**src/hdl/mfd_pkg.sv**
```systemverilog
// constants and types for the microword datapath field decoder
package mfd_pkg;

	// ****************************************
	// microword field positions
	// ****************************************
	localparam int MFD_MICROWORD_W = 48;
	localparam int MFD_SECTOR_LSB = 0;
	localparam int MFD_SECTOR_W = 4;
	localparam int MFD_BADDR_LSB = 4;
	localparam int MFD_AADDR_LSB = 7;
	localparam int MFD_PADDR_W = 3;
	localparam int MFD_DST_LSB = 27;
	localparam int MFD_DST_W = 4;
	localparam int MFD_ASEL_BIT = 32;
	localparam int MFD_BSEL_LSB = 33;
	localparam int MFD_EXPCTL_LSB = 36;
	localparam int MFD_FRACCTL_LSB = 42;
	localparam int MFD_ALUCTL_W = 6;

	// ****************************************
	// codes
	// ****************************************
	localparam logic [3:0] MFD_DST_SHIFT_LEFT_Q = 4'hd;
	localparam logic [3:0] MFD_STACK_BASE = 4'h8;
	localparam logic [1:0] MFD_BSEL_IRDST = 2'h1;
	localparam logic [1:0] MFD_BSEL_IRSRC = 2'h2;

	// ****************************************
	// register map and reset values
	// ****************************************
	localparam logic [11:0] MFD_CTRL_ADDR = 12'h000;
	localparam logic [11:0] MFD_STATUS_ADDR = 12'h004;
	localparam logic [11:0] MFD_COUNT_ADDR = 12'h008;
	localparam logic [11:0] MFD_PORTS_ADDR = 12'h00c;
	localparam logic [11:0] MFD_ALU_ADDR = 12'h010;
	localparam logic MFD_CTRL_RUN_RST = 1'b1;
	localparam logic [3:0] MFD_CTRL_MASK_RST = 4'hf;
	localparam int MFD_CTRL_RUN_BIT = 0;
	localparam int MFD_CTRL_MASK_LSB = 4;
	localparam int MFD_CTRL_CLRCNT_BIT = 8;

	// one row of the destination decode
	typedef struct packed {
		logic [2:0] fracDst;
		logic [2:0] expDst;
		logic shiftRightN;
		logic rotateLeftN;
		logic shiftLeftN;
		logic insertZeroN;
		logic oneZeroSelN;
		logic rotateRightN;
	} mfd_dst_s;

endpackage : mfd_pkg

```
**src/hdl/mfd_microword_datapath_field_decoder.sv**
```systemverilog
// microword field decoder driving the bit-slice datapath controls
// Overview of operation
// - four sector bits, one per sector
// - each sector clock gated independently
// - zero sector field gives no strobes
// - latched sector bit forms active-low strobe
// - strobe clocks stack, port latches, quotient
// - bits 27-30 decoded into destination selects
// - code 13 shifts left, quotient takes carry
// - code 13 drives select 6 both
// - shift gates float when all inactive
// - left-shift low inserts zero at stack
// - precision flag picks one quotient shift
// - a address bits 7-9, b 4-6
// - select bits choose instruction or microword
// - codes 5-7 reach stack locations 15-17
// - codes 0-4 reach working registers 10-14
// - fraction bits 42-47, exponent 36-41
// - low digit source, high digit function
// - alu selects registered before slices
// - fraction and exponent controls independent
// - latches load only with float enable
//
// The register addresses and the APB slave port were chosen for this implementation.
module mfd_microword_datapath_field_decoder #(
	parameter int MICROWORD_W = mfd_pkg::MFD_MICROWORD_W
) (
	input wire logic clk,
	input wire logic rstn,
	input wire logic psel,
	input wire logic penable,
	input wire logic pwrite,
	input wire logic [11:0] paddr,
	input wire logic [31:0] pwdata,
	output logic [31:0] prdata,
	output logic pready,
	output logic pslverr,
	input wire logic [MICROWORD_W-1:0] microWord,
	input wire logic floatInstructionEnable,
	input wire logic doublePrecisionFlag,
	input wire logic [3:0] irSrcField,
	input wire logic [3:0] irDstField,
	output logic [3:0] sectorStrobeN,
	output logic [2:0] fractionDestinationSelect,
	output logic [2:0] exponentDestinationSelect,
	output logic leftShiftDoubleCarryN,
	output logic leftShiftSingleCarryN,
	output logic shiftRightN,
	output logic rotateLeftN,
	output logic shiftLeftN,
	output logic insertZeroN,
	output logic oneZeroSelN,
	output logic rotateRightN,
	output logic shiftGateOe,
	output logic [3:0] aPortAddr,
	output logic [3:0] bPortAddr,
	output logic [2:0] fractionSrcSelect,
	output logic [2:0] fractionFuncSelect,
	output logic [2:0] exponentSrcSelect,
	output logic [2:0] exponentFuncSelect
);
	import mfd_pkg::*;

	// ****************************************
	// elaboration checks
	// ****************************************
	if (MICROWORD_W < MFD_MICROWORD_W) begin : g_width_check
		$error("microword too narrow for the decoded fields");
	end
	if (MFD_FRACCTL_LSB + MFD_ALUCTL_W > MICROWORD_W) begin : g_field_check
		$error("fraction control field beyond the microword");
	end

	// ****************************************
	// state
	// ****************************************
	typedef struct packed {
		logic [3:0] sectorN;
		mfd_dst_s dst;
		logic lsDoubleN;
		logic lsSingleN;
		logic gateOe;
		logic [3:0] aPort;
		logic [3:0] bPort;
		logic [2:0] fracSrc;
		logic [2:0] fracFunc;
		logic [2:0] expSrc;
		logic [2:0] expFunc;
		logic run;
		logic [3:0] sectorMask;
		logic [15:0] cycleCount;
		logic [3:0] lastSector;
		logic [3:0] lastDst;
		logic lastLoaded;
		logic [31:0] rdata;
		logic ready;
		logic slverr;
	} mfd_state_s;

	mfd_state_s state_reg;
	mfd_state_s state_next;

	// ****************************************
	// destination decode table
	// ****************************************
	function automatic mfd_dst_s mfd_dst_decode(input logic [3:0] code);
		mfd_dst_s r;
		r = '{fracDst: 3'h1, expDst: 3'h1, default: 1'b1};
		case (code)
			4'h0: begin
				r.fracDst = 3'h1;
				r.expDst = 3'h1;
			end
			4'h1: begin
				r.fracDst = 3'h2;
				r.expDst = 3'h2;
			end
			4'h2: begin
				r.fracDst = 3'h3;
				r.expDst = 3'h3;
			end
			4'h3: begin
				r.fracDst = 3'h0;
				r.expDst = 3'h0;
			end
			4'h4: begin
				r.fracDst = 3'h7;
				r.expDst = 3'h7;
				r.rotateLeftN = 1'b0;
			end
			4'h5: begin
				r.fracDst = 3'h5;
				r.expDst = 3'h5;
				r.rotateRightN = 1'b0;
			end
			4'h6: begin
				r.fracDst = 3'h7;
				r.expDst = 3'h7;
				r.shiftLeftN = 1'b0;
			end
			4'h7: begin
				r.fracDst = 3'h5;
				r.expDst = 3'h5;
				r.shiftRightN = 1'b0;
				r.oneZeroSelN = 1'b0;
			end
			4'h8: begin
				r.fracDst = 3'h5;
				r.expDst = 3'h5;
				r.shiftRightN = 1'b0;
			end
			4'h9: begin
				r.fracDst = 3'h7;
				r.expDst = 3'h3;
				r.insertZeroN = 1'b0;
			end
			4'ha: begin
				r.fracDst = 3'h5;
				r.expDst = 3'h3;
				r.shiftRightN = 1'b0;
			end
			4'hc: begin
				r.fracDst = 3'h4;
				r.expDst = 3'h4;
				r.shiftRightN = 1'b0;
				r.oneZeroSelN = 1'b0;
			end
			4'hd: begin
				r.fracDst = 3'h6;
				r.expDst = 3'h6;
				r.shiftLeftN = 1'b0;
			end
			default: begin
				r.fracDst = 3'h1;
				r.expDst = 3'h1;
			end
		endcase
		return r;
	endfunction : mfd_dst_decode

	// ****************************************
	// port address expansion
	// ****************************************
	function automatic logic [3:0] mfd_stack_addr(input logic [2:0] code);
		// codes 0-4 map to 10-14 octal, 5-7 to the status words at 15-17 octal
		return MFD_STACK_BASE | {1'b0, code};
	endfunction : mfd_stack_addr

	// ****************************************
	// next state
	// ****************************************
	logic [MFD_SECTOR_W-1:0] sectorField;
	logic [MFD_DST_W-1:0] dstField;
	logic [MFD_PADDR_W-1:0] aCode;
	logic [MFD_PADDR_W-1:0] bCode;
	logic aSel;
	logic [1:0] bSel;
	logic [MFD_ALUCTL_W-1:0] fracCtl;
	logic [MFD_ALUCTL_W-1:0] expCtl;
	logic loadFields;
	logic apbAccess;
	logic apbDone;
	mfd_dst_s dstRow;

	always_comb begin
		sectorField = microWord[MFD_SECTOR_LSB +: MFD_SECTOR_W];
		dstField = microWord[MFD_DST_LSB +: MFD_DST_W];
		aCode = microWord[MFD_AADDR_LSB +: MFD_PADDR_W];
		bCode = microWord[MFD_BADDR_LSB +: MFD_PADDR_W];
		aSel = microWord[MFD_ASEL_BIT];
		bSel = microWord[MFD_BSEL_LSB +: 2];
		fracCtl = microWord[MFD_FRACCTL_LSB +: MFD_ALUCTL_W];
		expCtl = microWord[MFD_EXPCTL_LSB +: MFD_ALUCTL_W];
		loadFields = floatInstructionEnable & state_reg.run;
		apbAccess = psel & penable;
		apbDone = apbAccess & state_reg.ready;
		dstRow = mfd_dst_decode(dstField);

		state_next = state_reg;

		// sector strobes: one low cycle per set bit not cleared in sectorMask, high when not loading
		if (loadFields) begin
			for (int i = 0; i < MFD_SECTOR_W; i++) begin
				// each bit gated on its own; zero field leaves all high
				state_next.sectorN[i] = ~(sectorField[i] & state_reg.sectorMask[i]);
			end
		end else begin
			state_next.sectorN = '1;
		end

		// destination and shift controls
		if (loadFields) begin
			state_next.dst = dstRow;
			state_next.lsDoubleN = 1'b1;
			state_next.lsSingleN = 1'b1;
			if (dstField == MFD_DST_SHIFT_LEFT_Q) begin
				// carry-out goes to exactly one quotient shift path
				state_next.lsDoubleN = ~doublePrecisionFlag;
				state_next.lsSingleN = doublePrecisionFlag;
			end
			state_next.gateOe = ~(dstRow.rotateRightN & dstRow.shiftRightN
				& dstRow.rotateLeftN & dstRow.insertZeroN);
		end

		// a and b port addresses
		if (loadFields) begin
			state_next.aPort = aSel ? irSrcField : mfd_stack_addr(aCode);
			case (bSel)
				MFD_BSEL_IRDST: state_next.bPort = irDstField;
				MFD_BSEL_IRSRC: state_next.bPort = irSrcField;
				default: state_next.bPort = mfd_stack_addr(bCode);
			endcase
		end

		// alu source and function, separate for fraction and exponent
		if (loadFields) begin
			state_next.fracSrc = fracCtl[2:0];
			state_next.fracFunc = fracCtl[5:3];
			state_next.expSrc = expCtl[2:0];
			state_next.expFunc = expCtl[5:3];
		end

		// observation of the last loaded microcycle
		state_next.lastLoaded = loadFields;
		if (loadFields) begin
			state_next.lastSector = sectorField;
			state_next.lastDst = dstField;
			state_next.cycleCount = state_reg.cycleCount + 16'h0001;
		end

		// apb slave: one wait cycle, answer registered
		state_next.ready = apbAccess & ~state_reg.ready;
		if (apbAccess & ~state_reg.ready) begin
			state_next.rdata = 32'h0000_0000;
			state_next.slverr = 1'b0;
			case (paddr)
				MFD_CTRL_ADDR: begin
					state_next.rdata[MFD_CTRL_RUN_BIT] = state_reg.run;
					state_next.rdata[MFD_CTRL_MASK_LSB +: 4] = state_reg.sectorMask;
				end
				MFD_STATUS_ADDR: begin
					state_next.rdata[3:0] = ~state_reg.sectorN;
					state_next.rdata[7:4] = state_reg.lastSector;
					state_next.rdata[11:8] = state_reg.lastDst;
					state_next.rdata[12] = doublePrecisionFlag;
					state_next.rdata[13] = floatInstructionEnable;
					state_next.rdata[14] = state_reg.lastLoaded;
					state_next.rdata[15] = state_reg.gateOe;
				end
				MFD_COUNT_ADDR: begin
					state_next.rdata = {16'h0000, state_reg.cycleCount};
				end
				MFD_PORTS_ADDR: begin
					state_next.rdata[3:0] = state_reg.bPort;
					state_next.rdata[7:4] = state_reg.aPort;
					state_next.rdata[15:8] = {state_reg.lsDoubleN, state_reg.lsSingleN,
						state_reg.dst.shiftRightN, state_reg.dst.rotateLeftN,
						state_reg.dst.shiftLeftN, state_reg.dst.insertZeroN,
						state_reg.dst.oneZeroSelN, state_reg.dst.rotateRightN};
					state_next.rdata[18:16] = state_reg.dst.expDst;
					state_next.rdata[21:19] = state_reg.dst.fracDst;
				end
				MFD_ALU_ADDR: begin
					state_next.rdata[2:0] = state_reg.expSrc;
					state_next.rdata[5:3] = state_reg.expFunc;
					state_next.rdata[8:6] = state_reg.fracSrc;
					state_next.rdata[11:9] = state_reg.fracFunc;
				end
				default: begin
					state_next.slverr = 1'b1;
				end
			endcase
		end else if (~apbAccess) begin
			state_next.slverr = 1'b0;
		end

		// register writes take effect at the completing edge
		if (apbDone & pwrite & (paddr == MFD_CTRL_ADDR)) begin
			state_next.run = pwdata[MFD_CTRL_RUN_BIT];
			state_next.sectorMask = pwdata[MFD_CTRL_MASK_LSB +: 4];
			if (pwdata[MFD_CTRL_CLRCNT_BIT]) begin
				// a load in the same cycle still counts
				state_next.cycleCount = loadFields ? 16'h0001 : 16'h0000;
			end
		end
	end

	// ****************************************
	// state register
	// ****************************************
	always_ff @(posedge clk or negedge rstn) begin
		if (!rstn) begin
			state_reg <= '0;
			state_reg.sectorN <= '1;
			state_reg.dst <= '{fracDst: 3'h1, expDst: 3'h1, default: 1'b1};
			state_reg.lsDoubleN <= 1'b1;
			state_reg.lsSingleN <= 1'b1;
			state_reg.aPort <= MFD_STACK_BASE;
			state_reg.bPort <= MFD_STACK_BASE;
			state_reg.run <= MFD_CTRL_RUN_RST;
			state_reg.sectorMask <= MFD_CTRL_MASK_RST;
		end else begin
			state_reg <= state_next;
		end
	end

	// ****************************************
	// outputs
	// ****************************************
	assign prdata = state_reg.rdata;
	assign pready = state_reg.ready;
	assign pslverr = state_reg.slverr;
	assign sectorStrobeN = state_reg.sectorN;
	assign fractionDestinationSelect = state_reg.dst.fracDst;
	assign exponentDestinationSelect = state_reg.dst.expDst;
	assign leftShiftDoubleCarryN = state_reg.lsDoubleN;
	assign leftShiftSingleCarryN = state_reg.lsSingleN;
	assign shiftRightN = state_reg.dst.shiftRightN;
	assign rotateLeftN = state_reg.dst.rotateLeftN;
	assign shiftLeftN = state_reg.dst.shiftLeftN;
	assign insertZeroN = state_reg.dst.insertZeroN;
	assign oneZeroSelN = state_reg.dst.oneZeroSelN;
	assign rotateRightN = state_reg.dst.rotateRightN;
	assign shiftGateOe = state_reg.gateOe;
	assign aPortAddr = state_reg.aPort;
	assign bPortAddr = state_reg.bPort;
	assign fractionSrcSelect = state_reg.fracSrc;
	assign fractionFuncSelect = state_reg.fracFunc;
	assign exponentSrcSelect = state_reg.expSrc;
	assign exponentFuncSelect = state_reg.expFunc;

endmodule : mfd_microword_datapath_field_decoder

```
**config.mk**
```make
export PLATFORM = sky130hd
export DESIGN_NAME = mfd_microword_datapath_field_decoder
export DESIGN_NICKNAME = d
export VERILOG_FILES = /design/src/hdl/mfd_pkg.sv /design/src/hdl/mfd_microword_datapath_field_decoder.sv
export SDC_FILE = /design/constraint.sdc
export NUM_CORES = 1
export LEC_CHECK = 0
export BUFFER_PORTS_ARGS = -buffer_cell sky130_fd_sc_hd__buf_4
export CAP_MARGIN = 15
export CORE_MARGIN = 1.5
export CORE_UTILIZATION = 54
export CTS_CLUSTER_SIZE = 10
export DETAILED_ROUTE_END_ITERATION = 6
export PLACE_DENSITY = 0.86
export SYNTH_ARGS = -nofsm -noshare
export SYNTH_HDL_FRONTEND = slang
export SYNTH_SLANG_ARGS = --single-unit
export TNS_END_PERCENT = 100
```
**constraint.sdc**
```tcl
create_clock -name clk -period 2.8 [get_ports clk]
set_input_delay 0.42 -clock clk [delete_from_list [all_inputs] [get_ports clk]]
set_output_delay 0.42 -clock clk [all_outputs]
set_load 0.03 [all_outputs]
```
; ---- Yosys cells after proc, flatten, opt, wreduce, memory -nomap -nowiden
; Cells that the tools add are included.
[op_classes]
add_sub_neg = 1
eq_ne = 19
mux = 24
bitwise = 21
n_reduce_logical = 7
[ops]
columns = cell, n
row1 = one-hot mux 6 bit (9 select lines), 1
row2 = two-way mux 16 bit, 2
row3 = == test 12 x 4 -> 1 bit (second input constant), 2
row4 = two-way mux 24 bit, 1
row5 = == test 4 bit (second input constant), 5
row6 = one-hot mux 4 bit (5 select lines), 1
row7 = adder 16 x 1 -> 16 bit (second input constant), 1
row8 = == test 4 x 3 -> 1 bit (second input constant), 4
row9 = one-hot mux 4 bit (4 select lines), 1
row10 = bitwise AND 1 bit, 13
row11 = == test 12 x 3 -> 1 bit (second input constant), 1
row12 = == test 12 x 5 -> 1 bit (second input constant), 1
row13 = logical NOT 12 bit, 1
row14 = one-hot mux 3 bit (4 select lines), 1
row15 = one-hot mux 4 bit (3 select lines), 1
row16 = two-way mux 1 bit, 10
row17 = == test 4 x 2 -> 1 bit (second input constant), 2
row18 = two-way mux 4 bit, 2
row19 = one-hot mux 4 bit (2 select lines), 1
row20 = NOT 1 bit, 7
row21 = two-way mux 6 bit, 1
row22 = OR reduction 2 bit, 3
row23 = one-hot mux 1 bit (5 select lines), 1
row24 = OR reduction 5 bit, 1
row25 = 8 further kinds, 8
[word_totals]
ff_bits = 93
out_inout_bits = 73

; ---- Depth between registers and ports, before layout
[logic_depth]
depth_word = 7
mapped_depth = 6
depth_no_buf = 6

; ---- Worst setup path before layout
; Ideal clock, no wire load.
[synth_timing]
path_type = flip-flop to flip-flop
startpoint = register state_reg (netlist bit pready)
endpoint = register state_reg (netlist bit prdata[10])
arrival_time_ps = 1622
required_ps = 2724
slack_ps = 1102
stages_incl_launch_ff = 5
synth_period_minus_slack_ps = 1698
cell_sequence = dfrtp_1 -> or2_2 -> clkbuf_1 -> or4b_4 -> o21ai_1
[synth_between]
elab_chain_len = 2
[synth_rtl]
columns = element, line_no
row1 = "start, declared", mfd_microword_datapath_field_decoder.sv:100  ; mfd_state_s state_reg;
row2 = "start signal, assigned", mfd_microword_datapath_field_decoder.sv:343  ; state_reg <= state_next;
row3 = NOT 1 bit, mfd_microword_datapath_field_decoder.sv:273  ; if (apbAccess & ~state_reg.ready) begin
row4 = bitwise AND 1 bit, mfd_microword_datapath_field_decoder.sv:273
; No other way between the ends.
; A chain may end at the register's enable or synchronous reset.

==> impl_metrics.sql <==
INSERT INTO impl_metrics (metric_group, metric, value, unit) VALUES
('run_status', 'status', 'completed', ''),
('cells_and_area', 'final-instance-count-excl-fill', '703', ''),
('placement', 'place.port_buffers', '124', ''),
('global_route', 'globalRoute.totalOverflow', '0', ''),
('setup_path', 'cp-startpoint', 'pready', ''),
('logic_synthesis', 'synthMostInstantiatedCell', 'sky130_fd_sc_hd__nand2_1', ''),
('logic_synthesis', 'mappedNetlistArea', '4920', 'µm²'),
('floorplan', 'rows', '34', ''),
('clock_tree', 'cts_tree', 'yes', ''),
('clock_tree', 'cts.htree.levels', '3', ''),
('global_route', 'pin_count_of_the_biggest_net_entering_global_routing', '90', ''),
('floorplan', 'pin_count', '180', ''),
('clock_tree', 'clkSlewWorstSetupHoldPaths', '0.08', 'ns'),
('logic_synthesis', 'synth_top_area_share', '36.1', '%'),
('detailed_routing', 'postRouteAntennaNets', '0', ''),
('clock_tree', 'clock_tree_buf_depth', '2', ''),
('setup_path', 'critPathKind', 'register to register', ''),
('sta', 'slew-limit-headroom', '64.8', '%'),
('global_route', 'groute.usage.overall', '25.7', '%'),
('logic_synthesis', 'synth_seq_area_share', '46.8', '%'),
('logic_synthesis', 'postSynthCellCount', '525', ''),
('global_route', 'grt_pass1_wl', '19700', 'µm'),
('setup_path', 'timing.critical_path.fanout_max', '24', ''),
('setup_path', 'critical_path.cell_chain', 'or2_2, inv_1, and3_1, a22o_1', ''),
('floorplan', 'initial_core_util', '56.1', '%'),
('cells_and_area', 'finalNetCount', '700', ''),
('setup_path', 'startpoint_type_of_the_worst_setup_path', 'register', ''),
('logic_synthesis', 'synth_ff_type', 'sky130_fd_sc_hd__dfrtp_1', ''),
('setup_path', 'critical_path.endpoint_type', 'register', ''),
('detailed_routing', 'totalWireLength', '12100', 'µm'),
('logic_synthesis', 'synth_area_leader_cell', 'sky130_fd_sc_hd__dfrtp_1', ''),
('sta', 'final_count_of_negative_setup_slack_endpoints', '0', ''),
('floorplan', 'fp.dieArea', '9690', 'µm²'),
('detailed_routing', 'route.vias.total', '4018', ''),
('logic_synthesis', 'synth_async_reset_ratio', '100', '%'),
('placement', 'dp.cells', '685', ''),
('power_and_ir_drop', 'power.static_leakage', '2.79', 'nW'),
('cells_and_area', 'largest_register_ffs', '30', ''),
('detailed_routing', 'post-route-drc-count', '0', ''),
('worst_hold_path', 'min_from', 'microWord[3]', ''),
('sta', 'rsz_0062_raised_after_global_routing', 'no', ''),
('setup_path', 'crit_slowest_cell', 'sky130_fd_sc_hd__or2_2', ''),
('worst_hold_path', 'timing.hold.worst.class', 'input port to register', ''),
('sta', 'worstMarginPinSlew', '0.524', 'ns'),
('power_and_ir_drop', 'vdd.ir_drop.worst', '0.385', 'mV'),
('power_and_ir_drop', 'design_power_total', '2.75', 'mW'),
('cells_and_area', 'area_delta_synth_final', '17.6', '%'),
('flow_run', 'timing.max_cap.violations', '0', ''),
('global_route', 'grt_pass1_vias', '3954', ''),
('detailed_routing', 'post_drt_wl_per_cell', '17.3', 'µm'),
('clock_tree', 'postCtsResizedCells', '0', ''),
('cells_and_area', 'diodes', '0', ''),
('sta', 'fin_tns_setup', '0', 'ns'),
('logic_synthesis', 'synth_cell_type_count', '47', ''),
('sta', 'finalHoldViolCount', '0', ''),
('cells_and_area', 'area.sequential', '2300', 'µm²'),
('sta', 'post-route-min-period', '1.83', 'ns'),
('logic_synthesis', 'total_of_warnings_raised_by_yosys', '0', ''),
('logic_synthesis', 'synth_seq_cells', '91', ''),
('global_route', 'grt_antenna_before_repair', '0', ''),
('floorplan', 'die-height', '98.5', 'µm'),
('logic_synthesis', 'avgSynthCellArea', '9.37', 'µm²'),
('sta', 'clock-skew-final', '0.00709', 'ns'),
('clock_tree', 'cts_buffers', '9', ''),
('sta', 'fmax', '548', 'MHz'),
('cells_and_area', 'multi_input_comb_area', '2060', 'µm²'),
('floorplan', 'floorplan.die.width', '98.5', 'µm'),
('clock_tree', 'post_cts.repair.setup_buffers', '0', ''),
('floorplan', 'placeableCoreArea', '8760', 'µm²'),
('clock_tree', 'clock_sinks', '91', ''),
('setup_path', 'rr_startpoint', 'pready', '');
-- placed cells by master (no fill, tap or decap), types with 3 or more instances in the layout --
master                        n
sky130_fd_sc_hd__buf_4      128
sky130_fd_sc_hd__nand2_1    102
sky130_fd_sc_hd__dfrtp_1     71
sky130_fd_sc_hd__nor2_1      40
sky130_fd_sc_hd__o21ai_0     26
sky130_fd_sc_hd__dfstp_2     20
sky130_fd_sc_hd__mux2_2      18
sky130_fd_sc_hd__a21oi_1     14
sky130_fd_sc_hd__mux2i_1     12
sky130_fd_sc_hd__a22oi_1     11
sky130_fd_sc_hd__conb_1      10
sky130_fd_sc_hd__nand3_1      9
sky130_fd_sc_hd__nand4_1      9
sky130_fd_sc_hd__xnor2_1      9
sky130_fd_sc_hd__clkbuf_8     9
sky130_fd_sc_hd__inv_1        8
sky130_fd_sc_hd__nor3_1       8
sky130_fd_sc_hd__o22a_1       8
sky130_fd_sc_hd__nor2b_1      7
sky130_fd_sc_hd__a221oi_1     7
sky130_fd_sc_hd__nor4_1       5
sky130_fd_sc_hd__a31oi_1      5
sky130_fd_sc_hd__a22o_1       5
sky130_fd_sc_hd__o21ai_1      5
sky130_fd_sc_hd__xor2_1       4
sky130_fd_sc_hd__nand2b_1     4
sky130_fd_sc_hd__bufinv_16    4
sky130_fd_sc_hd__and3_1       3
sky130_fd_sc_hd__a2bb2oi_1    3
sky130_fd_sc_hd__ha_1         3
-- layout make-up --
cell class	instances	area share [%]
Inverter	9	0.584
Timing Repair Buffer	130	17.3
Clock buffer	11	2.27
Clock inverter	5	2.16
Sequential cell	91	39.8
Multi-Input combinational cell	349	35.6
Tap cell	108	2.34
-- per-layer routing --
metal	global-route usage, %	share of wire (%)	up-vias
met3	5.53	6.1	30
met5	0	0	-
met4	7.80	2.8	0
met1	33.5	42	1961
met2	43.4	50	153
li1	-	-	1874
-- power breakdown --
group          switching [mW]  leakage, nW  internal, mW
clock                   0.446        0.128         0.683
combinational           0.174         1.47         0.114
sequential            0.00946         1.19          1.33
-- path summary, 6_finish.rpt --
path | endpoint | slack [ns] | depth (start not counted)
max in group asynchronous | leftShiftDoubleCarryN | 1.53 | 4
worst max-delay path | prdata[17] | 0.97 | 4
worst min register to register | sectorStrobeN[3] | 0.46 | 1
worst max register to register | prdata[17] | 0.97 | 4
worst min-delay path | sectorStrobeN[3] | 0.22 | 2
min in group asynchronous | exponentFuncSelect[2] | 0.46 | 2
-- kinds of logic (layout without fill, tap and decap cells) --
| kind of cell | count (synthesis) | in the layout | share of synthesized area (%) |
|---|---|---|---|
| multiplexers | 30 | 30 | 6.56 |
| XOR/XNOR | 13 | 13 | 2.31 |
| other | 1 | 10 | 0.0762 |
| AND/OR/NAND/NOR | 201 | 201 | 19.2 |
| buffers and inverters | 94 | 155 | 12.0 |
| AO/OA/AOI/OAI | 92 | 92 | 12.3 |
| flip-flops | 91 | 91 | 46.8 |
| adder cells (fa/ha/maj) | 3 | 3 | 0.763 |
-- per-stage QoR --
stage / setup WS [ns] / instance area, µm² / hold slack [ns]
global placement: 0.723 / 5490 / 0.443
global route: 0.864 / 5790 / 0.201
CTS: 0.988 / 5750 / 0.207
finish: 0.974 / 5790 / 0.216
floorplan: 1.10 / 4950 / 0.124
detailed placement: 0.696 / 5490 / 0.451
-- timing repair --
action / CTS / global route
hold endpoints to repair: 0 / 7
hold buffers: 0 / 1
setup endpoints to repair: 0 / 0
Note: power is estimated with default switching activity, not from simulation.
